`src/binding_defines.vh`:
```
// Constants for the instance binding handler: group numbers, payload
// field positions, special values and mapping table size.
// Assumes a frame-level controller outside that parses and builds frames.
`ifndef BINDING_DEFINES_VH
`define BINDING_DEFINES_VH
`define REQ_GROUP_BASE 18'h17c00
`define RPT_GROUP_BASE 18'h17b00
`define GROUP_HIGH_MSB 17
`define GROUP_HIGH_LSB 8
`define ADDR_GLOBAL 8'hff
`define INST_ALL 8'hff
`define INST_SINGLE 8'hff
`define IADDR_KEEP 16'hffff
`define IADDR_SINGLE 16'hffff
`define RESERVED_FILL 8'hff
`define B0_LSB 0
`define B1_LSB 8
`define B2_LSB 16
`define B3_LSB 24
`define B4_LSB 32
`define B5_LSB 40
`define B6_LSB 48
`define B7_LSB 56
`define MAP_RESET 16'hffff
`define N_INST 256
`endif

```
`src/instance_binding_handler.v`:
```
// Instance binding handler: takes binding requests for one device class
// at a time, updates the instance-to-internal-address table, answers with
// an acknowledgement and one or more binding report frames.
// Assumes a frame controller that presents received payloads and takes
// outgoing frames with a valid/ready handshake.
`timescale 1ns/1ns
`default_nettype none
`include "binding_defines.vh"
// Summary of operation
// - Requests carry group 0x17C00 with target address in the low byte.
// - Binding support is optional; an enable input turns the handler off.
// - Payload byte 0 holds the device class code being configured.
// - Base instance 0xFF reports every instance of the class.
// - Max instance 0xFF updates only the base instance.
// - Base to max instance is an inclusive contiguous block.
// - Max 255 or max equal to base is a single assignment.
// - Base internal address 0xFFFF leaves mapping unchanged, reports only.
// - Internal address in bytes 3-4 selects mapped resources; bytes 5-6 are captured but never used.
// - Single-instance classes accept internal addresses of 0xFFFF.
// - Each request configures only the class code it names.
// - Same layout serves owned, commanded and monitored instances.
// - Every accepted request gets an ACK or a NAK.
// - At least one binding report follows each request.
// - Reports describe exactly the requested instances; a refused request gets one report, for its base instance only.
// - Without base instance, reports cover all instances of the class.
// - Reports use group 0x17B00 with destination in the low byte.
// - Report destination is never the global address 255.
// - Reports only answer requests, sent to the request source.
// - Report max 0xFF or max address 0xFFFF marks a single instance.
module instance_binding_handler (
   // Clock and reset
   input wire clk_sys_i,
   input wire resetn_i,
   // Configuration
   input wire enable_i,
   input wire [7:0] node_addr_i,
   input wire [7:0] device_class_code_i,
   input wire [7:0] inst_count_i,
   // Received frame
   input wire rx_valid_i,
   input wire [17:0] rx_message_group_number_i,
   input wire [7:0] rx_src_addr_i,
   input wire [63:0] rx_data_i,
   // Acknowledgement out
   output reg ack_valid_o,
   output reg ack_nak_o,
   output reg [7:0] ack_dest_o,
   input wire ack_ready_i,
   // Report frame out
   output reg tx_valid_o,
   output reg [17:0] tx_message_group_number_o,
   output reg [63:0] tx_data_o,
   input wire tx_ready_i,
   // Status
   output reg busy_o
);
   localparam [2:0] ST_IDLE = 3'd0;
   localparam [2:0] ST_WRITE = 3'd1;
   localparam [2:0] ST_ACK = 3'd2;
   localparam [2:0] ST_READ = 3'd3;
   localparam [2:0] ST_WAIT = 3'd4;
   localparam [2:0] ST_SEND = 3'd5;

   reg [2:0] state_ff;
   reg [7:0] src_ff;
   reg [7:0] cur_ff;
   reg [7:0] last_ff;
   reg [15:0] iaddr_ff;
   reg [15:0] max_iaddr_ff;
   reg single_ff;
   reg keep_ff;
   reg all_ff;
   reg nak_ff;
   // Start of the reported range, so the walk can rewind after writes
   reg [7:0] base_ff;
   // Class named by the request; refused classes are echoed back as such
   reg [7:0] class_ff;
   // Next-state values, settled by the decode process below
   reg [2:0] nxt_state;
   reg [7:0] nxt_src;
   reg [7:0] nxt_cur;
   reg [7:0] nxt_last;
   reg [7:0] nxt_base;
   reg [7:0] nxt_class;
   reg [15:0] nxt_iaddr;
   reg [15:0] nxt_max_iaddr;
   reg nxt_single;
   reg nxt_keep;
   reg nxt_all;
   reg nxt_nak;
   reg nxt_ack_valid;
   reg nxt_ack_nak;
   reg [7:0] nxt_ack_dest;
   reg nxt_tx_valid;
   reg [17:0] nxt_tx_group;
   reg [63:0] nxt_tx_data;
   reg nxt_busy;

   wire [7:0] req_class = rx_data_i[`B0_LSB+7:`B0_LSB];
   wire [7:0] req_base = rx_data_i[`B1_LSB+7:`B1_LSB];
   wire [7:0] req_max = rx_data_i[`B2_LSB+7:`B2_LSB];
   wire [15:0] req_base_ia = {rx_data_i[`B4_LSB+7:`B4_LSB],
                              rx_data_i[`B3_LSB+7:`B3_LSB]};
   wire [15:0] req_max_ia = {rx_data_i[`B6_LSB+7:`B6_LSB],
                             rx_data_i[`B5_LSB+7:`B5_LSB]};
   wire [17:0] req_group = `REQ_GROUP_BASE;
   wire [17:0] rpt_group = `RPT_GROUP_BASE;
   wire grp_hit = rx_message_group_number_i[`GROUP_HIGH_MSB:`GROUP_HIGH_LSB]
                  == req_group[`GROUP_HIGH_MSB:`GROUP_HIGH_LSB]
                  && rx_message_group_number_i[7:0] == node_addr_i;
   // A global source cannot be answered, so such frames are dropped
   wire take = enable_i && rx_valid_i && grp_hit && state_ff == ST_IDLE
               && rx_src_addr_i != `ADDR_GLOBAL;
   wire [7:0] last_inst = inst_count_i - 8'd1;
   // Request decode
   wire req_wrong = req_class != device_class_code_i
                    || inst_count_i == 8'd0;
   wire req_one = req_max == `INST_SINGLE || req_max == req_base;
   wire req_base_bad = req_base != `INST_ALL && req_base > last_inst;
   // Reversed or out-of-range block is refused
   wire req_block_bad = req_max < req_base || req_max > last_inst;

   wire [15:0] rd_addr;
   wire rd_bound;
   wire wr_en = state_ff == ST_WRITE && !keep_ff && !nak_ff;
   binding_table u_table (
      .clk_sys_i(clk_sys_i),
      .resetn_i(resetn_i),
      .wr_en_i(wr_en),
      .wr_inst_i(cur_ff),
      .wr_addr_i(iaddr_ff),
      .rd_inst_i(cur_ff),
      .rd_addr_o(rd_addr),
      .rd_bound_o(rd_bound)
   );

   // Unbound or refused entries carry the single-instance marks
   wire rpt_open = nak_ff || !rd_bound;
   wire rpt_single = rpt_open || (single_ff && !all_ff);
   wire [15:0] rpt_base_ia = rpt_open ? `IADDR_SINGLE : rd_addr;
   wire [15:0] rpt_max_ia = rpt_single ? `IADDR_SINGLE : rd_addr;
   wire [7:0] rpt_max_inst = rpt_single ? `INST_SINGLE : cur_ff;

   always @* begin
      nxt_state = state_ff;
      nxt_src = src_ff;
      nxt_cur = cur_ff;
      nxt_last = last_ff;
      nxt_base = base_ff;
      nxt_class = class_ff;
      nxt_iaddr = iaddr_ff;
      nxt_max_iaddr = max_iaddr_ff;
      nxt_single = single_ff;
      nxt_keep = keep_ff;
      nxt_all = all_ff;
      nxt_nak = nak_ff;
      nxt_ack_valid = ack_valid_o;
      nxt_ack_nak = ack_nak_o;
      nxt_ack_dest = ack_dest_o;
      nxt_tx_valid = tx_valid_o;
      nxt_tx_group = tx_message_group_number_o;
      nxt_tx_data = tx_data_o;
      nxt_busy = busy_o;
      case (state_ff)
         ST_IDLE: begin
            if (take) begin
               // Byte 7 of the request is never looked at
               nxt_src = rx_src_addr_i;
               nxt_class = req_class;
               nxt_busy = 1'b1;
               nxt_keep = req_base_ia == `IADDR_KEEP;
               nxt_iaddr = req_base_ia;
               nxt_max_iaddr = req_max_ia;
               nxt_all = 1'b0;
               nxt_nak = req_base_bad;
               nxt_cur = req_base;
               nxt_base = req_base;
               nxt_last = req_base;
               nxt_single = 1'b1;
               if (req_wrong) begin
                  // Other classes are refused, not mixed in
                  nxt_nak = 1'b1;
               end else if (req_base == `INST_ALL) begin
                  nxt_all = 1'b1;
                  nxt_keep = 1'b1;
                  nxt_cur = 8'h00;
                  nxt_base = 8'h00;
                  nxt_last = last_inst;
                  nxt_single = 1'b0;
               end else if (!req_one) begin
                  nxt_last = req_max;
                  nxt_single = 1'b0;
                  nxt_nak = req_base_bad || req_block_bad;
               end
               nxt_state = ST_WRITE;
            end
         end
         ST_WRITE: begin
            // One table entry per cycle; block gets consecutive addresses
            if (wr_en && cur_ff != last_ff) begin
               nxt_cur = cur_ff + 8'd1;
               nxt_iaddr = iaddr_ff + 16'd1;
            end else begin
               nxt_ack_valid = 1'b1;
               nxt_ack_nak = nak_ff;
               nxt_ack_dest = src_ff;
               nxt_state = ST_ACK;
            end
         end
         ST_ACK: begin
            if (ack_ready_i) begin
               nxt_ack_valid = 1'b0;
               // The write walk left the pointer at the end of the block
               nxt_cur = base_ff;
               nxt_state = ST_READ;
            end
         end
         ST_READ: begin
            // Table read has one cycle of latency
            nxt_state = ST_WAIT;
         end
         ST_WAIT: begin
            nxt_tx_valid = 1'b1;
            nxt_tx_group = {rpt_group[`GROUP_HIGH_MSB:`GROUP_HIGH_LSB],
                            src_ff};
            nxt_tx_data[`B0_LSB+7:`B0_LSB] = class_ff;
            nxt_tx_data[`B1_LSB+7:`B1_LSB] = cur_ff;
            nxt_tx_data[`B2_LSB+7:`B2_LSB] = rpt_max_inst;
            nxt_tx_data[`B3_LSB+15:`B3_LSB] = rpt_base_ia;
            nxt_tx_data[`B5_LSB+15:`B5_LSB] = rpt_max_ia;
            nxt_tx_data[`B7_LSB+7:`B7_LSB] = `RESERVED_FILL;
            nxt_state = ST_SEND;
         end
         ST_SEND: begin
            if (tx_ready_i) begin
               nxt_tx_valid = 1'b0;
               if (!nak_ff && cur_ff != last_ff) begin
                  nxt_cur = cur_ff + 8'd1;
                  nxt_state = ST_READ;
               end else begin
                  nxt_busy = 1'b0;
                  nxt_state = ST_IDLE;
               end
            end
         end
         default: begin
            nxt_state = ST_IDLE;
         end
      endcase
   end

   // Request context and walk pointers
   always @(posedge clk_sys_i) begin
      if (!resetn_i) begin
         state_ff <= ST_IDLE;
         src_ff <= 8'h00;
         cur_ff <= 8'h00;
         last_ff <= 8'h00;
         base_ff <= 8'h00;
         class_ff <= 8'h00;
         iaddr_ff <= 16'h0000;
         max_iaddr_ff <= 16'h0000;
         single_ff <= 1'b0;
         keep_ff <= 1'b0;
         all_ff <= 1'b0;
         nak_ff <= 1'b0;
      end else begin
         state_ff <= nxt_state;
         src_ff <= nxt_src;
         cur_ff <= nxt_cur;
         last_ff <= nxt_last;
         base_ff <= nxt_base;
         class_ff <= nxt_class;
         iaddr_ff <= nxt_iaddr;
         max_iaddr_ff <= nxt_max_iaddr;
         single_ff <= nxt_single;
         keep_ff <= nxt_keep;
         all_ff <= nxt_all;
         nak_ff <= nxt_nak;
      end
   end

   // Acknowledgement outputs
   always @(posedge clk_sys_i) begin
      if (!resetn_i) begin
         ack_valid_o <= 1'b0;
         ack_nak_o <= 1'b0;
         ack_dest_o <= 8'h00;
      end else begin
         ack_valid_o <= nxt_ack_valid;
         ack_nak_o <= nxt_ack_nak;
         ack_dest_o <= nxt_ack_dest;
      end
   end

   // Report outputs
   always @(posedge clk_sys_i) begin
      if (!resetn_i) begin
         tx_valid_o <= 1'b0;
         tx_message_group_number_o <= 18'h00000;
         tx_data_o <= 64'h0000000000000000;
      end else begin
         tx_valid_o <= nxt_tx_valid;
         tx_message_group_number_o <= nxt_tx_group;
         tx_data_o <= nxt_tx_data;
      end
   end

   // Busy spans the whole exchange; a second request arriving meanwhile is dropped, not held
   always @(posedge clk_sys_i) begin
      if (!resetn_i) begin
         busy_o <= 1'b0;
      end else begin
         busy_o <= nxt_busy;
      end
   end
endmodule // instance_binding_handler
`default_nettype wire

```
`src/binding_table.v`:
```
// Instance binding table: one internal address per instance number.
// Assumes one writer and one reader, both on clk_sys_i.
`timescale 1ns/1ns
`default_nettype none
`include "binding_defines.vh"
module binding_table (
   // Clock and reset
   input wire clk_sys_i,
   input wire resetn_i,
   // Write port
   input wire wr_en_i,
   input wire [7:0] wr_inst_i,
   input wire [15:0] wr_addr_i,
   // Read port, one cycle latency
   input wire [7:0] rd_inst_i,
   output reg [15:0] rd_addr_o,
   output reg rd_bound_o
);
   reg [15:0] map_mem [0:`N_INST-1];
   reg [`N_INST-1:0] bound_ff;
   always @(posedge clk_sys_i) begin
      if (wr_en_i) begin
         map_mem[wr_inst_i] <= wr_addr_i;
      end
      rd_addr_o <= map_mem[rd_inst_i];
   end
   // Valid bits reset; memory content is only read where bound
   always @(posedge clk_sys_i) begin
      if (!resetn_i) begin
         bound_ff <= {`N_INST{1'b0}};
         rd_bound_o <= 1'b0;
      end else begin
         if (wr_en_i) begin
            bound_ff[wr_inst_i] <= 1'b1;
         end
         rd_bound_o <= bound_ff[rd_inst_i];
      end
   end
endmodule // binding_table
`default_nettype wire

```
`config.mk`:
```
export PLATFORM = sky130hd
export DESIGN_NAME = instance_binding_handler
export DESIGN_NICKNAME = d
export VERILOG_FILES = /design/src/instance_binding_handler.v /design/src/binding_table.v
export VERILOG_INCLUDE_DIRS = /design/src /design/src/src
export SDC_FILE = /design/constraint.sdc
export NUM_CORES = 2
export LEC_CHECK = 0
export CAP_MARGIN = 10
export CORE_ASPECT_RATIO = 2
export CORE_UTILIZATION = 60
export CTS_CLUSTER_DIAMETER = 80
export DETAILED_ROUTE_END_ITERATION = 16
export DONT_BUFFER_PORTS = 1
export GPL_TIMING_DRIVEN = 0
export PLACE_DENSITY = 0.74
export RECOVER_POWER = 50
export SETUP_SLACK_MARGIN = 0.15
export SYNTH_ARGS = -nofsm -noshare
export SYNTH_HDL_FRONTEND = slang
export SYNTH_SLANG_ARGS = --single-unit
export TNS_END_PERCENT = 100
```
`constraint.sdc`:
```
create_clock -name clk_sys_i -period 6.9 [get_ports clk_sys_i]
set_input_delay 0.69 -clock clk_sys_i [delete_from_list [all_inputs] [get_ports clk_sys_i]]
set_output_delay 0.69 -clock clk_sys_i [all_outputs]
set_load 0.02 [all_outputs]
```
==> metrics.sh, run 1 <==
CLKSINKCOUNT=4509
OUTCOME='aborted with a tool error'
SYN_AREA_SQ_MM=0.173
FLOORPLAN.INITIALDENSITY=0.604
PLACED_INST_AREA_SQ_MM=0.187
POSTSYNTHCELLCOUNT=8302
SYNTH_TOP_CELL_BY_AREA='edfxtp_1'
PLACEMENTROWS=278
SYNTH.AVG_CELL_AREA_SQ_UM=20.9
STAGE_REACHED='5_1_grt'
CTS_ROOT_BUFFER='clkbuf_16'
SYNTH_AREA_LEADERS='edfxtp_1, mux4_2, dfxtp_1'
TOTAL_GLOBAL_ROUTING_OVERFLOW=3
NUMBER_OF_FLOPS_MAPPED_TO_ENABLE_CELLS_BY_YOSYS=4096
DOMINANTREGCELLSYNTH='edfxtp_1'
GRT_UTIL_ALL_LAYERS=0.633
DIE_H_MICRONS=762
POST-DP-HPWL_MICRONS=596000
ASYNC_FLOP_SHARE=0
GRT_PASS1_VIAS=106000
YOSYSSEQAREASHARE=0.758
SYNTH.DISTINCT_CELLS=70
IO-PIN-COUNT=214
GRT_MAX_DEGREE=97
SYNTH_SEQ_CELLS=4509
DIE_W_MICRONS=382
YOSYSWARNINGS=0
CTS_BUFFER_DEPTH=4
CTS_BUFFERS=377
GRT_FIRST_PASS_WIRELENGTH_MICRONS=1150000
PLACEDCELLCOUNT=12400
GLOBALPLACE.CONGESTION=1.19
CLOCK_TREE.HTREE_LEVEL_COUNT=5
NETLIST.AREA_LEADER.SHARE=0.710
TOOL.ERROR='[ERROR GRT-0116] Global routing finished with congestion. Check the congestion regions in the DRC Viewer.'
IO_PORT_BUFS=0
cell usage after synthesis, drive strengths merged (5+ instances only):
| cell | number |
|---|---|
| edfxtp | 4096 |
| mux4 | 1233 |
| nor2 | 877 |
| dfxtp | 413 |
| buf | 274 |
| mux2i | 232 |
| clkbuf | 214 |
| nand2 | 210 |
| o22ai | 96 |
| a21oi | 90 |
| a22oi | 56 |
| nor3 | 50 |
| nand3 | 43 |
| nand4 | 33 |
| ha | 26 |
| o21ai | 26 |
| a31oi | 25 |
| a211oi | 24 |
| o221a | 22 |
| inv | 21 |
| nor4 | 21 |
| xor2 | 19 |
| xnor2 | 18 |
| a22o | 17 |
| nor2b | 15 |
| or4 | 11 |
| a221oi | 9 |
| a222oi | 9 |
| and2 | 9 |
| and3 | 8 |
| nand2b | 8 |
| o221ai | 8 |
| a2bb2oi | 7 |
| nor4bb | 7 |
| or2 | 7 |
| o211ai | 6 |
| a41oi | 5 |
| and4 | 5 |
| or3 | 5 |
logic make-up after synthesis:
kind of cell / after synthesis / synth area share
AND/OR/NAND/NOR: 1321 / 0.0319
adder cells (fa/ha/maj): 29 / 0.00205
buffers and inverters: 509 / 0.0149
AO/OA/AOI/OAI: 427 / 0.0172
other: 1 / 0.0000217
XOR/XNOR: 37 / 0.00187
flip-flops: 4509 / 0.758
multiplexers: 1469 / 0.174
what timing repair did:
action / CTS
endpoints found under the setup margin: 1572
resized for setup: 33
hold buffers: 30
endpoints found under the hold margin: 31
buffers inserted: 3
per-layer routing:
| metal | overflow | track usage |
|---|---|---|
| met5 | 0 | 0.103 |
| met3 | 0 | 0.393 |
| met1 | 0 | 0.635 |
| met4 | 0 | 0.651 |
| met2 | 3 | 0.857 |
stage by stage:
stage,TNS (ps),hold WS [ps],setup slack (ps),util
after CTS,0,1.75,80.2,0.697
after floorplan,0,431,1200,-
after global placement,-,443,-3500,0.620
after detailed placement,-110510,445,-1650,0.651
==> run 2, diff against run 1 <==
--- a/config.mk
+++ b/config.mk
@@ -7,15 +7,12 @@
 export NUM_CORES = 2
 export LEC_CHECK = 0
 export CAP_MARGIN = 10
-export CORE_ASPECT_RATIO = 2
-export CORE_UTILIZATION = 60
-export CTS_CLUSTER_DIAMETER = 80
+export CORE_UTILIZATION = 40
 export DETAILED_ROUTE_END_ITERATION = 16
 export DONT_BUFFER_PORTS = 1
 export GPL_TIMING_DRIVEN = 0
-export PLACE_DENSITY = 0.74
+export PLACE_DENSITY_LB_ADDON = 0.15
 export RECOVER_POWER = 50
-export SETUP_SLACK_MARGIN = 0.15
 export SYNTH_ARGS = -nofsm -noshare
 export SYNTH_HDL_FRONTEND = slang
 export SYNTH_SLANG_ARGS = --single-unit
==> run 2 against run 1 <==
Net effect: the flow now finishes, with violations (capacitance limit, slew limit, setup timing); synthesized cell count is the same; synthesized area stayed put.
==> metrics.sh, run 2 <==
OUTCOME='finished with violations'
FAILED_CHECKS='capacitance limit, slew limit, setup timing'
FINAL_MIN_PERIOD_OVER_CLOCK_PERIOD=1.07
ACHIEVABLE-FREQUENCY_MHz=135
WORST_SKEW_PAIR.LATE_LATENCY_PS=1090
CRITICAL_PATH.MOST_COMMON_CELL='buf_4'
POSTSYNTHCELLCOUNT=8302
ROUTE.DETAILED.WL_PER_INST_MICRONS=58.4
VDD_DROP_MAX_mV=0.275
FINALHOLDVIOLCOUNT=0
CLOCK_TREE.HTREE_LEVEL_COUNT=5
GRT_ANTENNA_BEFORE_REPAIR=153
CTS_ROOT_BUFFER='clkbuf_16'
LEAKAGE_nW=65.4
MAX_CAP_VIOLATIONS=55
ASYNC_FLOP_SHARE=0
MOST-COMMON-LAYOUT-CELLS='edfxtp_1, mux4_2, nor2_1'
TIMING.CRITICAL_PATH.FROM_TYPE='register'
DIE_AREA_SQ_MM=0.436
FINALCRITICALPERIOD_PS=7390
GRT_SETUP_UNREPAIRED='false'
WORST_EP_ARRIVAL_TIME_PS=8070
CLOCK_TRANSITION_AT_THE_REGISTERS_OF_THE_REPORTED_PATHS_PS=60
COMMONEST_NON_FILL_NON_TAP_CELL_IN_THE_LAYOUT='edfxtp_1'
CRITICAL-PATH-TOP-DELAY-FAMILY='buffers and inverters'
IO-PIN-COUNT=214
FIN_AREA_SQ_MM=0.205
REPORT.FINAL.SLEW_VIOL_COUNT=3695
TIMING.FINAL.SETUP_VIOLATIONS=213
CLKSINKCOUNT=4509
REMAINING_ROUTING_DRC_VIOLATIONS=0
CP_NUM_BUF_INV=5
DRIVE_ABOVE_1_SHARE=0.300
POST-DP-HPWL_MICRONS=641000
CTS_BUFFERS=472
NUMBER_OF_FLIP_FLOPS_IN_THE_LARGEST_REGISTER=4096
SYNTH.MOST_COMMON_CELL='edfxtp_1'
REGISTERS.TOP_BY_FF_COUNT='u_table.map_mem'
LAYOUT-AREA-OVERHEAD-VS-SYNTH_PCT=18.1
SYNTH_AREA_LEADERS='edfxtp_1, mux4_2, dfxtp_1'
CLOCK_SKEW_PS=63.1
NUM_VIAS=105000
CRIT_PATH_CELL_TRACE='buf_4, buf_4, buf_4, buf_4, buf_2, mux4_2, mux2i_1, o22ai_1, a21oi_1, nand3_1, a221oi_1, nand4_1'
CTS_BUFFER_DEPTH=4
FINALWIRELENGTH_MICRONS=898000
GRT_PASS1_VIAS=93900
SYNTH.DISTINCT_CELLS=70
SYNTH_TOP_CELL_BY_AREA='edfxtp_1'
CPPEAKSTAGEDELAY_PS=910
DOMINANTREGCELLSYNTH='edfxtp_1'
CRITPATHKIND='reg2reg'
TOP_REGS='u_table.map_mem (4096), u_table.bound_ff (256), tx_data_o (57)'
NUMBER_OF_FLOPS_MAPPED_TO_ENABLE_CELLS_BY_YOSYS=4096
FINAL_SETUP_MARGIN_PS=-493
FLOORPLAN.INITIALDENSITY=0.402
TOTAL_GLOBAL_ROUTING_OVERFLOW=0
CRITICAL_PATH_PEAK_FANOUT=10
WORST_PATH_MAX_DELAY_CELL='buf_2'
CLOCK_TREE_FROM_TRITONCTS='yes'
POWER_PER_CELL_AREA_mW_PER_MM2=269
DRT-PASS1-ITER-COUNT=8
GRT_MAX_DEGREE=98
HP-CLASS='in2reg'
SYNTH.AVG_CELL_AREA_SQ_UM=20.9
NNETSFINAL=9312
TOTALPOWERFINAL_mW=55.0
GRT_UTIL_ALL_LAYERS=0.409
DETAILEDROUTE.FIRSTITERATIONVIOLATIONS=19800
NUMBER_OF_INSERTED_FILLER_CELLS_IN_THE_FINAL_LAYOUT=35500
RELSLEWSLACK=-2.16
YS_TOP_CELLS_BY_COUNT='edfxtp_1, mux4_2, nor2_1'
GRT_FIRST_PASS_WIRELENGTH_MICRONS=1100000
SYNTH_SEQ_CELLS=4509
WORST_PIN_SLEW_PS=4740
SYN_AREA_SQ_MM=0.173
PLACEMENTROWS=241
PLACED_INST_AREA_SQ_MM=0.190
ANTENNA_VIOLATING_NETS_POST_ROUTE=0
CP-END-KIND='register'
NETLIST.AREA_LEADER.SHARE=0.710
YOSYSWARNINGS=0
YOSYSSEQAREASHARE=0.758
VIAS_PER_CELL=6.80
DIE_H_MICRONS=660
DIE_W_MICRONS=660
IO_PORT_BUFS=0
WORST-ENDPOINT-REQUIRED_PS=7580
CORE_AREA_SQ_MM=0.431
GLOBALPLACE.CONGESTION=1.07
## run 2: cell counts after synthesis
Identical to the previous run, type by type.
## run 2: logic make-up after synthesis
| group | after synthesis | synth area share |
|---|---|---|
| xor+xnor | 37 | 0.00187 |
| simple gates | 1321 | 0.0319 |
| other cells | 1 | 0.0000217 |
| mux | 1469 | 0.174 |
| buf+inv | 509 | 0.0149 |
| fa+ha+maj | 29 | 0.00205 |
| compound gates | 427 | 0.0172 |
| flops | 4509 | 0.758 |
## run 2: report_power, final
| group | total [mW] | switching (mW) | leakage (nW) | internal (mW) |
|---|---|---|---|---|
| combinational | 0.184 | 0.124 | 14.2 | 0.0600 |
| sequential | 29.3 | 0.0000475 | 43.8 | 29.3 |
| clock | 25.5 | 11.2 | 7.45 | 14.3 |
| total | 55.0 | 11.4 | 65.4 | 43.7 |
## run 2: through the flow
stage	setup TNS [ps]	hold WS [ps]	std cells	utilization	worst slack (ps)
final	-10350	33.7	15400	0.475	-493
after global routing	0	58.5	15300	0.474	8.74
after CTS	0	6.77	15300	0.476	10.8
after detailed placement	-490750	448	14400	0.440	-1470
after global placement	-	439	14000	0.419	-3980
after floorplan	0	431	8304	-	1200
## run 2: worst paths after layout
path | start | to | slack, ps | depth (start not counted)
worst min register to register | class_ff[3] | tx_data_o[3] | 450 | 2
worst max register to register | cur_ff[1] | u_table.rd_addr_o[0] | -490 | 12
worst min-delay path | rx_data_i[15] | cur_ff[7] | 30 | 2
worst max-delay path | cur_ff[1] | u_table.rd_addr_o[0] | -490 | 12
## run 2: layer usage
| layer | up-vias | GRT usage | part of all wire |
|---|---|---|---|
| met3 | 2037 | 0.149 | 0.13 |
| met2 | 9244 | 0.574 | 0.42 |
| met1 | 57100 | 0.513 | 0.35 |
| met5 | - | 0 | 0.00057 |
| li1 | 36200 | - | - |
| met4 | 50 | 0.319 | 0.094 |
## run 2: final cells by class
cell class | count | area [sq um] | area share
Sequential cell | 4509 | 131000 | 0.642
Tap cell | 5710 | 7140 | 0.0349
Inverter | 21 | 78.8 | 0.000385
Timing Repair Buffer | 393 | 6920 | 0.0338
Multi-Input combinational cell | 3286 | 41000 | 0.200
Clock buffer | 628 | 12800 | 0.0627
Antenna cell | 107 | 268 | 0.00131
Clock inverter | 255 | 2370 | 0.0116
Buffer | 483 | 2690 | 0.0132
## run 2: what timing repair did
item                        CTS  global route
hold endpoints to repair     55             0
hold buffers                 41             0
resized for setup            32             3
setup buffers                 0             0
setup endpoints to repair  1365             2
(Power assumes the default switching activity.)
